==> config.mk <==
export PLATFORM = sky130hd
export DESIGN_NAME = dtc_top
export DESIGN_NICKNAME = d
export VERILOG_FILES = /design/src/dtc_pkg.sv /design/src/dtc_top.sv /design/src/dtc_tick.sv
export VERILOG_INCLUDE_DIRS = /design/src
export SDC_FILE = /design/constraint.sdc
export NUM_CORES = 1
export LEC_CHECK = 0
export ABC_AREA = 1
export BUFFER_PORTS_ARGS = -buffer_cell sky130_fd_sc_hd__buf_2
export CAP_MARGIN = 20
export CELL_PAD_IN_SITES_DETAIL_PLACEMENT = 1
export CELL_PAD_IN_SITES_GLOBAL_PLACEMENT = 1
export CORE_ASPECT_RATIO = 1.25
export CORE_UTILIZATION = 44
export CTS_CLUSTER_DIAMETER = 30
export CTS_CLUSTER_SIZE = 28
export DETAILED_ROUTE_END_ITERATION = 12
export HOLD_SLACK_MARGIN = 0.1
export PLACE_DENSITY = 0.84
export SETUP_SLACK_MARGIN = 0.05
export SYNTH_ARGS = -nofsm -noshare
export SYNTH_HDL_FRONTEND = slang
export SYNTH_HIERARCHICAL = 1
export SYNTH_SLANG_ARGS = --single-unit
==> constraint.sdc <==
create_clock -name clk_sys_in -period 2.01 [get_ports clk_sys_in]
set_input_delay 0.1005 -clock clk_sys_in [delete_from_list [all_inputs] [get_ports clk_sys_in]]
set_output_delay 0.1005 -clock clk_sys_in [all_outputs]
set_load 0.02 [all_outputs]
==> src/dtc_consts.svh <==
// constants for the dual timer/counter unit
`ifndef DTC_CONSTS_SVH
`define DTC_CONSTS_SVH

// register indices on the register port
`define DTC_ADDR_W     4
`define DTC_IDX_CTRL   4'h0
`define DTC_IDX_MODE   4'h1
`define DTC_IDX_T0LO   4'h2
`define DTC_IDX_T0HI   4'h3
`define DTC_IDX_T1LO   4'h4
`define DTC_IDX_T1HI   4'h5
`define DTC_IDX_STAT   4'h6
`define DTC_IDX_MASK   4'h7

// timer_control bit positions
`define DTC_C_TF1      7
`define DTC_C_TR1      6
`define DTC_C_TF0      5
`define DTC_C_TR0      4
`define DTC_C_IE1      3
`define DTC_C_IT1      2
`define DTC_C_IE0      1
`define DTC_C_IT0      0

// timer_mode fields, per timer nibble
`define DTC_M_GATE     3
`define DTC_M_CT       2
`define DTC_M_T1_LSB   4
`define DTC_M_T0_LSB   0

// status and mask bit positions
`define DTC_S_TF0      0
`define DTC_S_TF1      1
`define DTC_S_IE0      2
`define DTC_S_IE1      3
`define DTC_NSTAT      4

// prescaler width in mode 00 (divide-by-32)
`define DTC_PRE_W      5

// reset values and the all-ones byte maximum
`define DTC_RST_BYTE   8'h00
`define DTC_RST_STAT   4'h0
`define DTC_BYTE_MAX   8'hFF

`endif

==> src/dtc_pkg.sv <==
// types for the dual timer/counter unit
package dtc_pkg;

    // order matches the 2-bit timer_mode_field encoding
    typedef enum logic [1:0] {
        dtc_m13,
        dtc_m16,
        dtc_m8_reload,
        dtc_m_split
    } dtc_mode_type;

endpackage : dtc_pkg

==> src/dtc_top.sv <==
// dual timer/counter unit with external interrupt edge flags
//
// Local design decisions: the strobed register port and the register addresses.
`timescale 1ns/1ps
`default_nettype none
`include "dtc_consts.svh"

module dtc_top (
    // clock and reset
    input  wire logic                   clk_sys_in,
    input  wire logic                   nrst_in,
    // register port
    input  wire logic [`DTC_ADDR_W-1:0] addr_in,
    input  wire logic [7:0]             wr_data_in,
    input  wire logic                   wr_en_in,
    input  wire logic                   rd_en_in,
    output logic      [7:0]             rd_data_out,
    // pins: external interrupts double as gate inputs
    input  wire logic                   int0_pin_in,
    input  wire logic                   int1_pin_in,
    input  wire logic                   t0_pin_in,
    input  wire logic                   t1_pin_in,
    // vectoring handshake with the core
    input  wire logic [1:0]             ack_tf_in,
    input  wire logic [1:0]             ack_ie_in,
    output logic      [1:0]             tf_req_out,
    output logic      [1:0]             ie_req_out,
    // interrupt
    output logic                        irq_out
);

    ////////////////////////////////////////////////////////////////////
    // state
    logic [1:0]            tf_r, tr_r, ie_r, it_r;
    logic [1:0]            tf_nxt, ie_nxt;
    logic [7:0]            timer_mode_r;
    logic [7:0]            tl_r [2];
    logic [7:0]            th_r [2];
    logic [7:0]            tl_nxt [2];
    logic [7:0]            th_nxt [2];
    logic [`DTC_NSTAT-1:0] stat_r, mask_r, stat_nxt, mask_nxt, evt;
    logic [1:0]            int_prev_r;
    logic [7:0]            rd_data_r;
    logic                  irq_r;

    ////////////////////////////////////////////////////////////////////
    // functions
    function automatic logic hit(input logic [`DTC_ADDR_W-1:0] a,
                                 input logic [`DTC_ADDR_W-1:0] idx);
        hit = (a == idx);
    endfunction : hit

    // one count step: {overflow, high, low}
    function automatic logic [16:0] cnt_step(input dtc_pkg::dtc_mode_type m,
                                             input logic [7:0] lo,
                                             input logic [7:0] hi);
        logic [13:0] v13;
        logic [16:0] v17;
        logic [8:0]  v9;
        v13 = {1'b0, hi, lo[`DTC_PRE_W-1:0]} + 14'h0001;
        v17 = {1'b0, hi, lo} + 17'h00001;
        v9  = {1'b0, lo} + 9'h001;
        case (m)
            dtc_pkg::dtc_m13: begin
                cnt_step = {v13[13], v13[12:`DTC_PRE_W], lo[7:`DTC_PRE_W],
                            v13[`DTC_PRE_W-1:0]};
            end
            dtc_pkg::dtc_m16: begin
                cnt_step = v17;
            end
            dtc_pkg::dtc_m8_reload: begin
                cnt_step = {v9[8], hi, v9[8] ? hi : v9[7:0]};
            end
            default: begin
                cnt_step = {1'b0, hi, lo};
            end
        endcase
    endfunction : cnt_step

    ////////////////////////////////////////////////////////////////////
    // decode
    wire rd_stat = rd_en_in & hit(addr_in, `DTC_IDX_STAT);
    wire wr_ctrl = wr_en_in & hit(addr_in, `DTC_IDX_CTRL);
    wire wr_mode = wr_en_in & hit(addr_in, `DTC_IDX_MODE);
    wire wr_mask = wr_en_in & hit(addr_in, `DTC_IDX_MASK);
    wire [1:0] wr_lo = {wr_en_in & hit(addr_in, `DTC_IDX_T1LO),
                        wr_en_in & hit(addr_in, `DTC_IDX_T0LO)};
    wire [1:0] wr_hi = {wr_en_in & hit(addr_in, `DTC_IDX_T1HI),
                        wr_en_in & hit(addr_in, `DTC_IDX_T0HI)};

    wire dtc_pkg::dtc_mode_type m0 =
        dtc_pkg::dtc_mode_type'(timer_mode_r[`DTC_M_T0_LSB +: 2]);
    wire dtc_pkg::dtc_mode_type m1 =
        dtc_pkg::dtc_mode_type'(timer_mode_r[`DTC_M_T1_LSB +: 2]);

    wire [7:0] ctrl_rd = {tf_r[1], tr_r[1], tf_r[0], tr_r[0],
                          ie_r[1], it_r[1], ie_r[0], it_r[0]};

    wire [7:0] rd_mux =
        hit(addr_in, `DTC_IDX_CTRL) ? ctrl_rd :
        hit(addr_in, `DTC_IDX_MODE) ? timer_mode_r :
        hit(addr_in, `DTC_IDX_T0LO) ? tl_r[0] :
        hit(addr_in, `DTC_IDX_T0HI) ? th_r[0] :
        hit(addr_in, `DTC_IDX_T1LO) ? tl_r[1] :
        hit(addr_in, `DTC_IDX_T1HI) ? th_r[1] :
        hit(addr_in, `DTC_IDX_STAT) ? {4'h0, stat_r} :
        hit(addr_in, `DTC_IDX_MASK) ? {4'h0, mask_r} : 8'h00;

    ////////////////////////////////////////////////////////////////////
    // count enables, one unit per timer
    wire [1:0] tick;
    wire [1:0] cnt_pin  = {t1_pin_in, t0_pin_in};
    wire [1:0] gate_pin = {int1_pin_in, int0_pin_in};

    genvar g;
    generate
        for (g = 0; g < 2; g++) begin : g_tick
            dtc_tick u_tick (
                .clk_sys_in  (clk_sys_in),
                .nrst_in     (nrst_in),
                .run_in      (tr_r[g]),
                .gate_en_in  (timer_mode_r[`DTC_M_GATE + 4 * g]),
                .cnt_sel_in  (timer_mode_r[`DTC_M_CT + 4 * g]),
                .gate_pin_in (gate_pin[g]),
                .cnt_pin_in  (cnt_pin[g]),
                .tick_out    (tick[g])
            );
        end
    endgenerate

    ////////////////////////////////////////////////////////////////////
    // counters
    wire [16:0] st0 = cnt_step(m0, tl_r[0], th_r[0]);
    wire [16:0] st1 = cnt_step(m1, tl_r[1], th_r[1]);
    wire [8:0]  sp_lo = {1'b0, tl_r[0]} + 9'h001;
    wire [8:0]  sp_hi = {1'b0, th_r[0]} + 9'h001;
    // split mode: high byte of timer0 is a plain timer run by timer1's run bit
    wire        split  = (m0 == dtc_pkg::dtc_m_split);
    wire        hi_tick = split & tr_r[1];

    // software write wins over a count in the same cycle
    assign tl_nxt[0] = wr_lo[0] ? wr_data_in :
                       tick[0] ? (split ? sp_lo[7:0] : st0[7:0]) :
                       tl_r[0];
    assign th_nxt[0] = wr_hi[0] ? wr_data_in :
                       split ? (hi_tick ? sp_hi[7:0] : th_r[0]) :
                       tick[0] ? st0[15:8] : th_r[0];
    assign tl_nxt[1] = wr_lo[1] ? wr_data_in : tick[1] ? st1[7:0] : tl_r[1];
    assign th_nxt[1] = wr_hi[1] ? wr_data_in : tick[1] ? st1[15:8] : th_r[1];

    // timer1 gives up its flag to timer0's high byte in split mode
    wire [1:0] tf_set = {(hi_tick & sp_hi[8]) | (tick[1] & st1[16] & ~split),
                         tick[0] & (split ? sp_lo[8] : st0[16])};

    ////////////////////////////////////////////////////////////////////
    // flags: hardware set beats software write and acknowledge
    wire [1:0] tf_wr = {wr_data_in[`DTC_C_TF1], wr_data_in[`DTC_C_TF0]};
    wire [1:0] ie_wr = {wr_data_in[`DTC_C_IE1], wr_data_in[`DTC_C_IE0]};
    wire [1:0] ie_edge = {int_prev_r[1] ^ int1_pin_in,
                          int_prev_r[0] & ~int0_pin_in};
    wire [1:0] pin_low = {~int1_pin_in, ~int0_pin_in};

    generate
        for (g = 0; g < 2; g++) begin : g_flag
            assign tf_nxt[g] = tf_set[g] ? 1'b1 : wr_ctrl ? tf_wr[g] :
                               ack_tf_in[g] ? 1'b0 : tf_r[g];
            // level mode: flag tracks the pin, so no acknowledge is needed
            assign ie_nxt[g] = ~it_r[g] ? pin_low[g] :
                               ie_edge[g] ? 1'b1 : wr_ctrl ? ie_wr[g] :
                               ack_ie_in[g] ? 1'b0 : ie_r[g];
        end
    endgenerate

    assign evt[`DTC_S_TF0] = tf_set[0];
    assign evt[`DTC_S_TF1] = tf_set[1];
    assign evt[`DTC_S_IE0] = ie_nxt[0] & ~ie_r[0];
    assign evt[`DTC_S_IE1] = ie_nxt[1] & ~ie_r[1];
    assign stat_nxt = (rd_stat ? `DTC_RST_STAT : stat_r) | evt;
    assign mask_nxt = wr_mask ? wr_data_in[`DTC_NSTAT-1:0] : mask_r;

    ////////////////////////////////////////////////////////////////////
    // registers
    always_ff @(posedge clk_sys_in or negedge nrst_in) begin
        if (!nrst_in) begin
            tf_r       <= 2'h0;
            tr_r       <= 2'h0;
            ie_r       <= 2'h0;
            it_r       <= 2'h0;
            int_prev_r <= 2'h3;
            timer_mode_r     <= `DTC_RST_BYTE;
            stat_r     <= `DTC_RST_STAT;
            mask_r     <= `DTC_RST_STAT;
            rd_data_r  <= `DTC_RST_BYTE;
            irq_r      <= 1'b0;
        end else begin
            tf_r       <= tf_nxt;
            ie_r       <= ie_nxt;
            int_prev_r <= {int1_pin_in, int0_pin_in};
            if (wr_ctrl) begin
                tr_r <= {wr_data_in[`DTC_C_TR1], wr_data_in[`DTC_C_TR0]};
                it_r <= {wr_data_in[`DTC_C_IT1], wr_data_in[`DTC_C_IT0]};
            end
            if (wr_mode) begin
                timer_mode_r <= wr_data_in;
            end
            stat_r     <= stat_nxt;
            mask_r     <= mask_nxt;
            rd_data_r  <= rd_en_in ? rd_mux : `DTC_RST_BYTE;
            irq_r      <= |(stat_nxt & mask_nxt);
        end
    end

    generate
        for (g = 0; g < 2; g++) begin : g_cnt
            always_ff @(posedge clk_sys_in or negedge nrst_in) begin
                if (!nrst_in) begin
                    tl_r[g] <= `DTC_RST_BYTE;
                    th_r[g] <= `DTC_RST_BYTE;
                end else begin
                    tl_r[g] <= tl_nxt[g];
                    th_r[g] <= th_nxt[g];
                end
            end
        end
    endgenerate

    assign rd_data_out = rd_data_r;
    assign irq_out     = irq_r;
    assign tf_req_out  = tf_r;
    assign ie_req_out  = ie_r;

    ////////////////////////////////////////////////////////////////////
    // checks
    wire no_wr = ~wr_en_in;
endmodule : dtc_top

`default_nettype wire

==> src/dtc_tick.sv <==
// count-enable unit for one timer: gating, source select, pin edge
`timescale 1ns/1ps
`default_nettype none

module dtc_tick (
    // clock and reset
    input  wire logic clk_sys_in,
    input  wire logic nrst_in,
    // control bits
    input  wire logic run_in,
    input  wire logic gate_en_in,
    input  wire logic cnt_sel_in,
    // pins
    input  wire logic gate_pin_in,
    input  wire logic cnt_pin_in,
    // count enable
    output logic      tick_out
);

    logic pin_prev_r;
    wire  run_ok;
    wire  pin_fall;

    always_ff @(posedge clk_sys_in or negedge nrst_in) begin
        if (!nrst_in) begin
            pin_prev_r <= 1'b0;
        end else begin
            pin_prev_r <= cnt_pin_in;
        end
    end

    // external gate only matters when the gating bit is set
    assign run_ok   = run_in & (~gate_en_in | gate_pin_in);
    assign pin_fall = pin_prev_r & ~cnt_pin_in;
    // machine cycle equals one clock here
    assign tick_out = run_ok & (cnt_sel_in ? pin_fall : 1'b1);

endmodule : dtc_tick

`default_nettype wire

After elaboration in Yosys (flattened, before gate mapping). Index checks and enable logic that the tools add are counted.

Register bits: 69. Bits of input ports: 24.

Reductions and logical operators: 22. $add $sub $neg: 7. Eq/ne operators: 17. Bitwise logic cells: 37. Mux-type cells: 43.

Operator list (number): 2-to-1 mux 8 bit (20); one-hot mux 17 bit (3 select lines) (2); adder 16 x 1 -> 17 bit (second input constant) (2); adder 13 x 1 -> 14 bit (second input constant) (2); adder 8 x 1 -> 9 bit (second input constant) (3); bitwise AND 1 bit (22); 2-to-1 mux 1 bit (17); equality test 4 x 3 -> 1 bit (second input constant) (4); 2-to-1 mux 4 bit (4); nonzero test 3 bit (5); nonzero test 4 bit (3); inverter 1 bit (9); AND reduction 3 bit (3); equality test 4 x 2 -> 1 bit (second input constant) (2); equality test 2 bit (second input constant) (3); != test 3 bit (second input constant) (2); nonzero test 2 bit (3); nonzero test 5 bit (1); bitwise AND 4 bit (1); equality test 2 x 1 -> 1 bit (second input constant) (2); equality test 4 x 1 -> 1 bit (second input constant) (1); logical NOT 2 bit (2); logical NOT 4 bit (1); != test 2 bit (second input constant) (2); 7 further kinds (10).

Depth between registers and ports, before layout. Gate-level depths: netlist of run 1.

Depth after elaboration: 10. Gate-level depth with buffers: 12. Gate-level depth less buffers: 12.

Modules after synthesis. Netlist of run 1, hierarchy kept.

By module, submodules not included: dtc_top (sequential area each 1679.1 sq um, area each 4937.2 sq um, cells each 739, times used 1); dtc_tick (sequential area each 25.0 sq um, area each 52.6 sq um, cells each 8, times used 2).

Worst setup path before layout of run 1. OpenSTA, ideal clock, no wires.

Kind: register to register. Start point: register tl_r[8] in the netlist's numbering. End point: register tl_r[14] in the netlist's numbering. Library setup time: 0.116 ns. Stages on the path, launching flop included: 13. Data arrival time: 1.481 ns. Slack: 0.413 ns. Data required time: 1.894 ns. Path buffers: 0. Path through: dfrtp_1 > ha_1 > nand2_1 > nor2_2 > nand2_1 > nor2_1 > or2_2 > nand2_1 > nand2_1 > nand2_1 > nand2_1 > nand2_1 > nand2_1.

Longest elaborated chain between the ends: 6. Elaborated cells on any way between the ends: 7. Classes of those cells: add/sub: 2; mux: 5.

Ends and longest elaborated chain: start: declaration (RTL line dtc_top.sv:37) `logic [7:0] tl_r [2];`; start signal: indexed assignment (RTL line dtc_top.sv:217) `` tl_r[g] <= `DTC_RST_BYTE; ``; start signal: indexed assignment (RTL line dtc_top.sv:220) `tl_r[g] <= tl_nxt[g];`; adder 8 x 1 -> 9 bit (RTL line dtc_top.sv:62, dtc_top.sv:135); 2-to-1 mux 8 bit (RTL line dtc_top.sv:72) `cnt_step = {v9[8], hi, v9[8] ? hi : v9[7:0]};`; one-hot mux 17 bit (3 select lines) (RTL line dtc_top.sv:63) `case (m)`; 2-to-1 mux 8 bit (*) (2 in a row) (RTL line dtc_top.sv:143) `tick[0] ? (split ? sp_lo[7:0] : st0[7:0]) :`; 2-to-1 mux 8 bit (*) (RTL line dtc_top.sv:142) `assign tl_nxt[0] = wr_lo[0] ? wr_data_in :`.

Every way passes the cells marked *; elsewhere a longest branch is shown, timed or not. The select of a mux whose other input is x is not followed. A chain may end at the register's enable or synchronous reset.

Worst setup path after layout of run 1.
Start point: register tl_r[12] in the netlist's numbering. End point: register irq_r, in the netlist irq_out.

Longest elaborated chain between the ends: 7. Elaborated cells on any way between the ends: 9. Classes of those cells: add/sub: 3; mux: 2; bitwise: 3; reduce/logical: 1.

Ends and longest elaborated chain: adder 16 x 1 -> 17 bit (tied with other cells) (RTL line dtc_top.sv:61) `v17 = {1'b0, hi, lo} + 17'h00001;`; one-hot mux 17 bit (3 select lines) (RTL line dtc_top.sv:63); 2-to-1 mux 1 bit (*) (RTL line dtc_top.sv:153) `tick[0] & (split ? sp_lo[8] : st0[16])};`; bitwise AND 1 bit (*) (RTL line dtc_top.sv:153); OR 4 bit (*) (RTL line dtc_top.sv:178) `` assign stat_nxt = (rd_stat ? `DTC_RST_STAT : stat_r) | evt; ``; bitwise AND 4 bit (*) (RTL line dtc_top.sv:209) `irq_r <= |(stat_nxt & mask_nxt);`; OR reduction 4 bit (*) (RTL line dtc_top.sv:209); end signal: assignment (RTL line dtc_top.sv:209); end: declaration (RTL line dtc_top.sv:44) `logic irq_r;`.

Every way passes the cells marked *; elsewhere a longest branch is shown, timed or not.

==> metrics.txt, run 1 <==
class of the worst hold path=primary input to flop; Cell Area, Placed=5500 sq um; post-DP HPWL=15900 microns; CTS Buffer Depth=2; count of cell types in the netlist=38; total CTS buffers=9; Yosys top cell by area=dfrtp_1; vias post-DR=5749; post-synth top area share=0.333; synthesized flop and latch total=69; fmax=536 MHz; Die X=97.8 microns; clk slew on worst S/H paths=0.07 ns; GRT Overall Usage=0.367; Post-Syn Nets=786; CP Capture Type=flop; Max-slew headroom=0.706; CP max FO=7; most used routing layer=met2; design area=5960 sq um; Worst EP required=2.30 ns; actual transition at the worst max-transition pin=0.441 ns; vias per cell=5.96; critical path startpoint category=flop; DRT iter0 DRCs=462; antenna violations before repair=0; outcome=complete, no violations; Clock Skew=0.00841 ns; Final Hold Viols=0; die area=11900 sq um; Max Slew Vio Count=0; share of cells above drive strength 1=0.164; Setup Crit Path Kind=flop to flop; root buffer cell=clkbuf_16; GRT met3 Usage=0.0436; Placed Cells=936; Lkg Pwr=2.98 nW; Compound-Gate Fraction of Synth Area=0.169; largest family of logic cells by synthesized area=simple AND/OR/NAND/NOR gates; Clock Latency Late Sink=0.35 ns; Synth area leaders=dfrtp_1 33%, nand2_1 16%, inv_1 7.9%; Synth Area in Adders=0.0174; slowest CP cell=dfrtp_1; largest net degree at the start of global routing=43; core area=11100 sq um; MaxCap Viol Count=0; crit share post-route=0.929; DRC violations left=0; Ports=37; RSZ-0062 raised after global routing=yes; Area growth syn-to-layout=18.1%; Post-Synth XOR/XNOR Area=0.0156; diode count=0; DR pass1 iterations=5; final std cells w/o fill=965; Antenna Violating Nets Remaining=0; crit path cell chain=nand2_1 > nor2_1 > nand2_1 > nand2_1 > nand4_1 > a21oi_1 > a21oi_1 > nand2_1; synth warn=6; Cell Rows=43; Tmin final=1.87 ns; Critical Path Most Common Cell=nand2_1; Final nets=856; TNS Setup=0 ns; RePlAce Congestion=0.999; arrival time at the worst endpoint=2.15 ns; Die Y=122 microns; Simple-Gate Fraction of Synth Area=0.356; endpoints failing setup=0; Routed wire per std cell=21.8 microns; mux cell area share after synthesis=0; number of global-route vias before repair=6080; slowest stage delay, CP=0.52 ns; total grt overflow=0; H-Tree Depth=3; Routed WL=21000 microns; M2 GR Usage=0.679; sequential share of the synthesized area=0.343; mapped cell area=5040 sq um; Synth Instances=755; CTS tree=done; clk sinks=69; initial core utilization=0.453; grt met1 use=0.405; PwrDens=1100 nW/um^2; Worst VDD drop=0.595 mV; Port Buffers=36; first-pass GRT wire length=32900 microns; Avg Cell Area, Syn=6.68 sq um
-- metrics by stage --
stage	utilization	worst slack (ns)	power (mW)	hold slack (ns)
2_1_floorplan	-	0.413	3.73	-0.195
3_3_place_gp	0.494	0.169	4.63	0.0557
3_5_place_dp	0.494	0.152	4.72	0.0531
4_1_cts	0.531	0.131	6.43	0.103
5_1_grt	0.535	0.0383	6.93	0.122
6_report	0.535	0.143	6.57	0.110
-- registers in the layout, indices dropped and copies added, names as in the netlist --
signal	cells
g_tick.u_tick/pin_prev_r	2
ie_req_out	2
int_prev_r	2
irq_out	1
it_r	2
mask_r	4
rd_data_out	8
stat_r	4
tf_req_out	2
th_r	16
timer_mode_r	8
tl_r	16
tr_r	2
-- cells by family after synthesis --
family	after synthesis
AOI/OAI and AO/OA	151
and+or+nand+nor	390
adders and majority gates	7
DFF	69
xor gates and xnor gates	9
buffers and inverters	129
-- metal layers --
| metal | part of all wire | wire length (microns) | up-vias |
|---|---|---|---|
| li1 | - | - | 2614 |
| met1 | 0.38 | 7980 | 2850 |
| met2 | 0.53 | 11100 | 208 |
| met3 | 0.044 | 928 | 77 |
| met4 | 0.051 | 1070 | 0 |
| met5 | 0 | 0 | - |
-- final cells by class --
type	count	area, sq um
clock buffer	10	239
clock inverter	6	68.8
fill	1512	5180
inverter	119	447
multi-input combinational	557	2840
sequential	69	1730
tap	135	169
timing repair buffer	69	468
-- critical path: cells and delay by family, from the launching register on --
family | cells | cell delay (ns)
flops | 1 | 0.52
compound gates | 2 | 0.29
simple gates | 6 | 0.99
-- synthesized netlist by cell type (all sizes together) --
cell type	instances
nor2	54
a22oi	1
dfrtp	67
inv	119
a31oi	6
a21o	3
nand2	231
o21bai	3
dfstp	2
xor2	7
or2	4
o21ai	76
o211ai	14
clkbuf	2
o31ai	2
nand3b	1
nand3	73
o221ai	1
nor3	14
buf	8
nand4	13
ha	7
a21oi	29
xnor2	2
o22ai	16
-- report_power, final --
part / internal (mW) / switching (mW) / total (mW)
Combinational: 0.862 / 1.63 / 2.49
Sequential: 1.78 / 0.605 / 2.38
Clock: 1.00 / 0.696 / 1.70
Total: 3.64 / 2.93 / 6.57
-- cells in the final DEF, fill, tap and decap left out, drive strengths merged, types with 16 or more instances in the layout --
master	n
inv	121
a21oi	29
nor2	54
nand3	73
nand2	231
dfrtp	67
o21ai	76
o22ai	16
buf	59
-- repair_timing --
| item | CTS | global route |
|---|---|---|
| endpoints found under the hold margin | 76 | 0 |
| setup buffers | 0 | 3 |
| hold buffers | 10 | 0 |
| setup endpoints to repair | 0 | 12 |
| resized for setup | 0 | 9 |
-- final timing paths --
check                           slack [ns]  cells past startpoint         endpoint       startpoint
worst max-delay path                  0.14                      8          irq_out         tl_r[12]
worst min-delay path                  0.11                      3   rd_data_out[2]         rd_en_in
worst max register to register        0.14                      8          irq_out         tl_r[12]
worst min register to register        0.53                      2  timer_mode_r[6]  timer_mode_r[6]
max in group asynchronous             1.14                      3    int_prev_r[1]          nrst_in
min in group asynchronous             0.24                      2          tl_r[7]          nrst_in
Note: power is estimated with default switching activity, not from simulation.
==> run 2: changes to the inputs <==
--- a/config.mk
+++ b/config.mk
@@ -12,12 +12,12 @@
 export CELL_PAD_IN_SITES_DETAIL_PLACEMENT = 1
 export CELL_PAD_IN_SITES_GLOBAL_PLACEMENT = 1
 export CORE_ASPECT_RATIO = 1.25
-export CORE_UTILIZATION = 44
+export CORE_UTILIZATION = 40
 export CTS_CLUSTER_DIAMETER = 30
 export CTS_CLUSTER_SIZE = 28
 export DETAILED_ROUTE_END_ITERATION = 12
 export HOLD_SLACK_MARGIN = 0.1
-export PLACE_DENSITY = 0.84
+export PLACE_DENSITY = 0.81
 export SETUP_SLACK_MARGIN = 0.05
 export SYNTH_ARGS = -nofsm -noshare
 export SYNTH_HDL_FRONTEND = slang
==> constraint.sdc (replaced) <==
create_clock -name clk_sys_in -period 1.55 [get_ports clk_sys_in]
set_input_delay 0.0775 -clock clk_sys_in [delete_from_list [all_inputs] [get_ports clk_sys_in]]
set_output_delay 0.0775 -clock clk_sys_in [all_outputs]
set_load 0.02 [all_outputs]
==> run 2 against run 1 <==
Against the previous run: the flow now finishes with violations (setup timing); critical path depth unchanged; worst hold slack better by 0.0076 ns; setup slack worse by 0.66 ns; global-route usage up 7.8 points; sequential share of layout area down 6.8 points.
==> metrics.txt, run 2 (same netlist as run 1, synthesis figures left out) <==
clk sinks=69 (unchanged); Final Hold Viols=0 (unchanged); Die X=102 microns (+4.8%); post-DP HPWL=17800 microns (+13%); vias per cell=6.47 (+8.6%); class of the worst hold path=primary input to flop; Clock Latency Late Sink=0.36 ns (about the same); Clock Skew=0.0159 ns (+0.00754 ns); crit path launch=th_r[6]; Antenna Violating Nets Remaining=0 (unchanged); Max-slew headroom=0.534 (-0.172); Worst VDD drop=0.713 mV (+20%); RSZ-0062 raised after global routing=yes; GRT Overall Usage=0.446 (+0.0782); PwrDens=1480 nW/um^2 (+34%); H-Tree Depth=3 (unchanged); reg2reg start=th_r[6]; DR pass1 iterations=7 (+2); CTS Buffer Depth=2 (unchanged); Cell Rows=45 (+4.7%); endpoints failing setup=40 (+40); MaxCap Viol Count=0 (unchanged); Layout Utilization=0.643 (+0.108); diode count=0 (unchanged); Setup Crit Path Kind=flop to flop; total grt overflow=0 (unchanged); Area growth syn-to-layout=55.7%; Port Buffers=36 (unchanged); largest net degree at the start of global routing=45 (+4.7%); vias post-DR=7351 (+28%); initial core utilization=0.413 (-0.0401); share of cells above drive strength 1=0.429 (+0.265); DRT iter0 DRCs=692 (+50%); most common cell after layout, fill and taps aside=nand2_1; first-pass GRT wire length=42500 microns (+29%); antenna violations before repair=1 (+1); Max Slew Vio Count=0 (unchanged); DRC violations left=0 (unchanged); dpl ws=-0.213 ns (-0.365 ns); Lkg Pwr=3.91 nW (+31%); Tot Pwr=11.6 mW (+77%); core area=12200 sq um (+9.7%); Die Y=128 microns (+4.8%); total CTS buffers=9 (unchanged); Ports=37 (unchanged); Routed WL=33400 microns (+59%); biggest regs=th_r x16, tl_r x16; final std cells w/o fill=1136 (+18%); CP max FO=3 (-4); most frequent cells in the layout=181 x nand2_1, 143 x buf_4, 93 x inv_1; outcome=finished, violations left; Final nets=998 (+17%); critical path startpoint category=flop; TNS Setup=-8.51 ns (-8.51 ns); hold_sp=wr_data_in[7]; final worst setup slack=-0.517 ns (-0.660 ns); violations in the final reports=setup timing; fmax=484 MHz (-9.7%); Tmin final=2.07 ns (+0.200 ns); die area=13100 sq um (+9.8%); number of global-route vias before repair=7493 (+23%); CP Capture Type=flop; Worst EP required=1.85 ns (-0.45 ns); RePlAce Congestion=0.967 (-3.2%); root buffer cell=clkbuf_16; clk slew on worst S/H paths=0.07 ns (about the same); arrival time at the worst endpoint=2.36 ns (+0.21 ns); Routed wire per std cell=29.4 microns (+35%); CTS tree=done; actual transition at the worst max-transition pin=0.694 ns (+0.253 ns); crit share post-route=1.33 (+0.405); Placed Cells=1066 (+14%)
[run 2: cell types whose count changed in the layout (fill, tap and decap cells not counted), moves of 12 or more]
cell,change
nor2_1,-12
buf_6,+18
dfrtp_1,-12
nand2_1,-39
dfrtp_2,+12
buf_4,+120
o21ai_2,+17
o21ai_0,-17
nand2_2,+29
nand3_2,+14
inv_1,-12
nand3_1,-19
[run 2: repair_timing]
item                       4_1_cts  5_1_grt
hold endpoints to repair        80        0
hold buffers                    13        0
gates resized for setup        111      111
pin swaps                       24       50
buffers inserted                21       22
setup endpoints to repair       35       40
[run 2: power breakdown]
group | leakage, nW | switching [mW] | internal [mW] | total [mW]
Clock | 0.157 | 1.05 | 1.44 | 2.49
Combinational | 2.89 | 3.81 | 2.29 | 6.11
Sequential | 0.863 | 0.694 | 2.33 | 3.02
Total | 3.91 | 5.56 | 6.06 | 11.6
[run 2: per-stage QoR]
stage	hold slack, ns	cell area (sq um)
5_1_grt	0.126	7850
6_report	0.117	7850
3_3_place_gp	0.0398	6330
3_5_place_dp	0.0380	6330
2_1_floorplan	-0.218	5080
4_1_cts	0.104	7310
[run 2: path summary, 6_finish.rpt]
kind | to | cells past startpoint | slack (ns)
max reg2reg | th_r[7] | 8 | -0.52
max in group asynchronous | int_prev_r[1] | 3 | 0.67
min | timer_mode_r[7] | 3 | 0.12
min reg2reg | stat_r[3] | 2 | 0.56
max | th_r[7] | 8 | -0.52
min in group asynchronous | tl_r[7] | 2 | 0.20
[run 2: critical path: stages, from the launching register on]
cell     delay, ns
dfrtp_1       0.36
nand2_1       0.29
nor2_1        0.29
nand2_1       0.09
o21ai_1       0.56
nand3_1       0.14
nand2_1       0.11
nand2_1       0.07
nand3_2       0.08
[run 2: area by class of cell]
cell class	instances	area, sq um
clock buffer	9	225
clock inverter	7	103
fill	1546	4370
inverter	119	469
multi-input combinational	557	3480
sequential	69	1750
tap	164	205
timing repair buffer	211	1620
[run 2: per-layer routing]
| metal | share of wire | wire (microns) | track usage | up-vias |
|---|---|---|---|---|
| met1 | 0.33 | 10900 | 0.478 | 3516 |
| met5 | 0.0015 | 51 | 0 | - |
| li1 | - | - | - | 2897 |
| met2 | 0.46 | 15200 | 0.730 | 635 |
| met4 | 0.10 | 3480 | 0.382 | 4 |
| met3 | 0.11 | 3760 | 0.0996 | 299 |
==> run 3: changes to the inputs <==
--- a/config.mk
+++ b/config.mk
@@ -10,15 +10,14 @@
 export BUFFER_PORTS_ARGS = -buffer_cell sky130_fd_sc_hd__buf_2
 export CAP_MARGIN = 20
 export CELL_PAD_IN_SITES_DETAIL_PLACEMENT = 1
-export CELL_PAD_IN_SITES_GLOBAL_PLACEMENT = 1
+export CELL_PAD_IN_SITES_GLOBAL_PLACEMENT = 2
 export CORE_ASPECT_RATIO = 1.25
-export CORE_UTILIZATION = 40
+export CORE_UTILIZATION = 31
 export CTS_CLUSTER_DIAMETER = 30
 export CTS_CLUSTER_SIZE = 28
 export DETAILED_ROUTE_END_ITERATION = 12
 export HOLD_SLACK_MARGIN = 0.1
-export PLACE_DENSITY = 0.81
-export SETUP_SLACK_MARGIN = 0.05
+export PLACE_DENSITY_LB_ADDON = 0.1
 export SYNTH_ARGS = -nofsm -noshare
 export SYNTH_HDL_FRONTEND = slang
 export SYNTH_HIERARCHICAL = 1
==> run 3 against run 2 <==
Against the previous run: the flow still finishes with violations (setup timing); power down 13%; flip-flop and latch count unchanged; sequential share of layout area is 0.69 points higher; worst hold slack got worse by 0.016 ns; critical path depth increased by 2; register-to-register slack gained 0.38 ns; die area increased by 28%; clock power fell by 12%; clock skew down 0.0098 ns; via count down 18%; sequential power down 3%; highest routed layer is now met4.
==> metrics.txt, run 3 (same netlist as run 1, synthesis figures left out) <==
hold_sp=wr_data_in[5]; TNS Setup=-1.48 ns (+7.03 ns); clock power share=0.216 (+0.002); CP Capture Type=flop; total grt overflow=0 (unchanged); outcome=finished, violations left; arrival time at the worst endpoint=1.96 ns (-0.40 ns); DR pass1 iterations=4 (-3); Multi-input gate area=3340 sq um (-4.0%); post-DP HPWL=18100 microns (+1.3%); Worst VDD drop=0.623 mV (-13%); DRT iter0 DRCs=269 (-61%); dpl ws=-0.180 ns (+0.0334 ns); Cell Rows=51 (+13%); crit path cell chain=ha_4 > nand2_4 > nor2_4 > nand2_4 > nor2_4 > buf_4 > a21oi_2 > o21ai_1 > o211ai_1 > o21ai_1; violations in the final reports=setup timing; vias post-DR=6011 (-18%); Psw=4.42 mW (-21%); Hold EP=tl_r[5]; GRT Overall Usage=0.292 (-0.153); Fill cells=2015 (+30%); Routed WL=23300 microns (-30%); Area growth syn-to-layout=50.1%; CP max FO=8 (+5); worst reg2reg path depth=10 (+2); crit share post-route=1.09 (-0.245); reg-to-reg slack, setup=-0.14 ns (+0.38 ns); Buf/Inv on CP=1 (+1); Worst EP required=1.83 ns (-0.02 ns); root buffer cell=clkbuf_16; number of global-route vias before repair=6595 (-12%); Clock Skew=0.00616 ns (-0.00979 ns); largest net degree at the start of global routing=27 (-40%); Max Slew Vio Count=0 (unchanged); Routed wire per std cell=20.0 microns (-32%); Critical Path Stages=10 (+2); antenna violations before repair=0 (-1); class of the worst hold path=primary input to flop; Antenna Violating Nets Remaining=0 (unchanged); first-pass GRT wire length=35900 microns (-15%); most common cell after layout, fill and taps aside=nand2_1; Comb pwr share=0.495 (-0.030); delay-heaviest family, CP=simple AND/OR/NAND/NOR gates; Tmin final=1.69 ns (-0.380 ns); biggest regs=th_r x16, tl_r x16; final worst setup slack=-0.137 ns (+0.380 ns); actual transition at the worst max-transition pin=0.470 ns (-0.224 ns); Lkg Pwr=3.79 nW (-2.9%); H-Tree Depth=3 (unchanged); Hold Path Depth=3 (unchanged); RSZ-0062 raised after global routing=yes; diode count=0 (unchanged); endpoints failing setup=26 (-35%); sequential power share=0.289 (+0.029); Max-slew headroom=0.687 (+0.152); Ports=37 (unchanged); Die Y=145 microns (+13%); Worst R2R End=tl_r[13]; die area=16800 sq um (+28%); core area=15800 sq um (+29%); reg2reg start=tl_r[9]; fmax=593 MHz (+23%); slowest stage delay, CP=0.41 ns (-0.15 ns); PwrDens=1340 nW/um^2 (-9.4%); most frequent cells in the layout=186 x nand2_1, 130 x buf_4, 96 x inv_1; cell internal pwr=5.73 mW (-5.4%); RePlAce Congestion=0.961 (-0.60%); Layout Utilization=0.480 (-0.163); CTS tree=done; clk slew on worst S/H paths=0.06 ns (about the same); MaxCap Viol Count=0 (unchanged); initial core utilization=0.320 (-0.0928); critical path startpoint category=flop; CTS Buffer Depth=2 (unchanged); Die X=116 microns (+13%); sw frac=0.435 (-0.0433); Clock Latency Late Sink=0.36 ns (about the same); total CTS buffers=9 (unchanged); Final nets=980 (-1.8%); Final Hold Viols=0 (unchanged); share of cells above drive strength 1=0.377 (-0.0517); Port Buffers=36 (unchanged); vias per cell=5.16 (-20%); DRC violations left=0 (unchanged); register area=1730 sq um (-0.65%); Setup Crit Path Kind=flop to flop; clk sinks=69 (unchanged); slowest CP cell=dfrtp_1
[run 3: cell count changes in the layout (fill, tap and decap cells not counted), moves of 4 or more]
cell	delta
dfrtp_2	-9
o21ai_1	+9
nand3_1	+5
o21ai_2	-7
nand2_2	-4
buf_4	-13
buf_6	-7
nand3_2	-4
dfrtp_1	+9
nand2_1	+5
[run 3: what timing repair did]
| item | CTS | global route |
|---|---|---|
| cloned | 0 | 0 |
| endpoints found under the hold margin | 90 | 0 |
| endpoints found under the setup margin | 32 | 37 |
| resized for setup | 94 | 81 |
| hold buffers | 15 | 0 |
| setup buffers | 8 | 12 |
| pin swaps | 22 | 43 |
[run 3: stage by stage]
stage               power (mW)  hold slack, ns  instances  cell area (sq um)
finish                    10.2           0.101       1166               7570
global route              10.8           0.126       1166               7570
CTS                       9.74           0.101       1155               7210
detailed placement        7.05          0.0399       1116               6390
global placement          6.93          0.0370       1116               6390
floorplan                 4.84          -0.218        755               5050
[run 3: worst max-delay path by stage]
stage                     from       end  slack (ns)
2_1_floorplan          tl_r[8]  tl_r[14]        0.01
3_3_place_gp   timer_mode_r[4]   irq_out       -0.14
3_5_place_dp           tl_r[8]  tl_r[14]       -0.18
4_1_cts                tl_r[9]   irq_out       -0.11
5_1_grt                tl_r[9]   tl_r[9]       -0.21
6_report               tl_r[9]  tl_r[13]       -0.14
[run 3: power by group through the flow]
stage / registers [mW] / clock network [mW] / logic [mW]
4_1_cts: 2.89 / 2.24 / 4.61
2_1_floorplan: 2.81 / 0 / 2.03
3_3_place_gp: 2.85 / 0 / 4.08
5_1_grt: 2.98 / 2.30 / 5.47
3_5_place_dp: 2.88 / 0 / 4.17
6_report: 2.93 / 2.19 / 5.03
[run 3: layer usage]
metal	global-route usage	wire (microns)	vias to the layer above
li1	-	-	2870
met4	0.146	1000	0
met3	0.0440	564	61
met1	0.316	9110	2969
met2	0.547	12600	111
met5	0	0	-
[run 3: layout make-up]
class | instances | area share
Sequential cell | 69 | 0.229
Clock buffer | 11 | 0.0321
Multi-Input combinational cell | 557 | 0.442
Inverter | 119 | 0.0607
Clock inverter | 5 | 0.00777
Tap cell | 212 | 0.0350
Timing Repair Buffer | 193 | 0.194
[run 3: worst min-delay path, cell delays in order]
cell     delay (ns)
buf_2          0.16
nand2_1        0.10
nand3_2        0.07
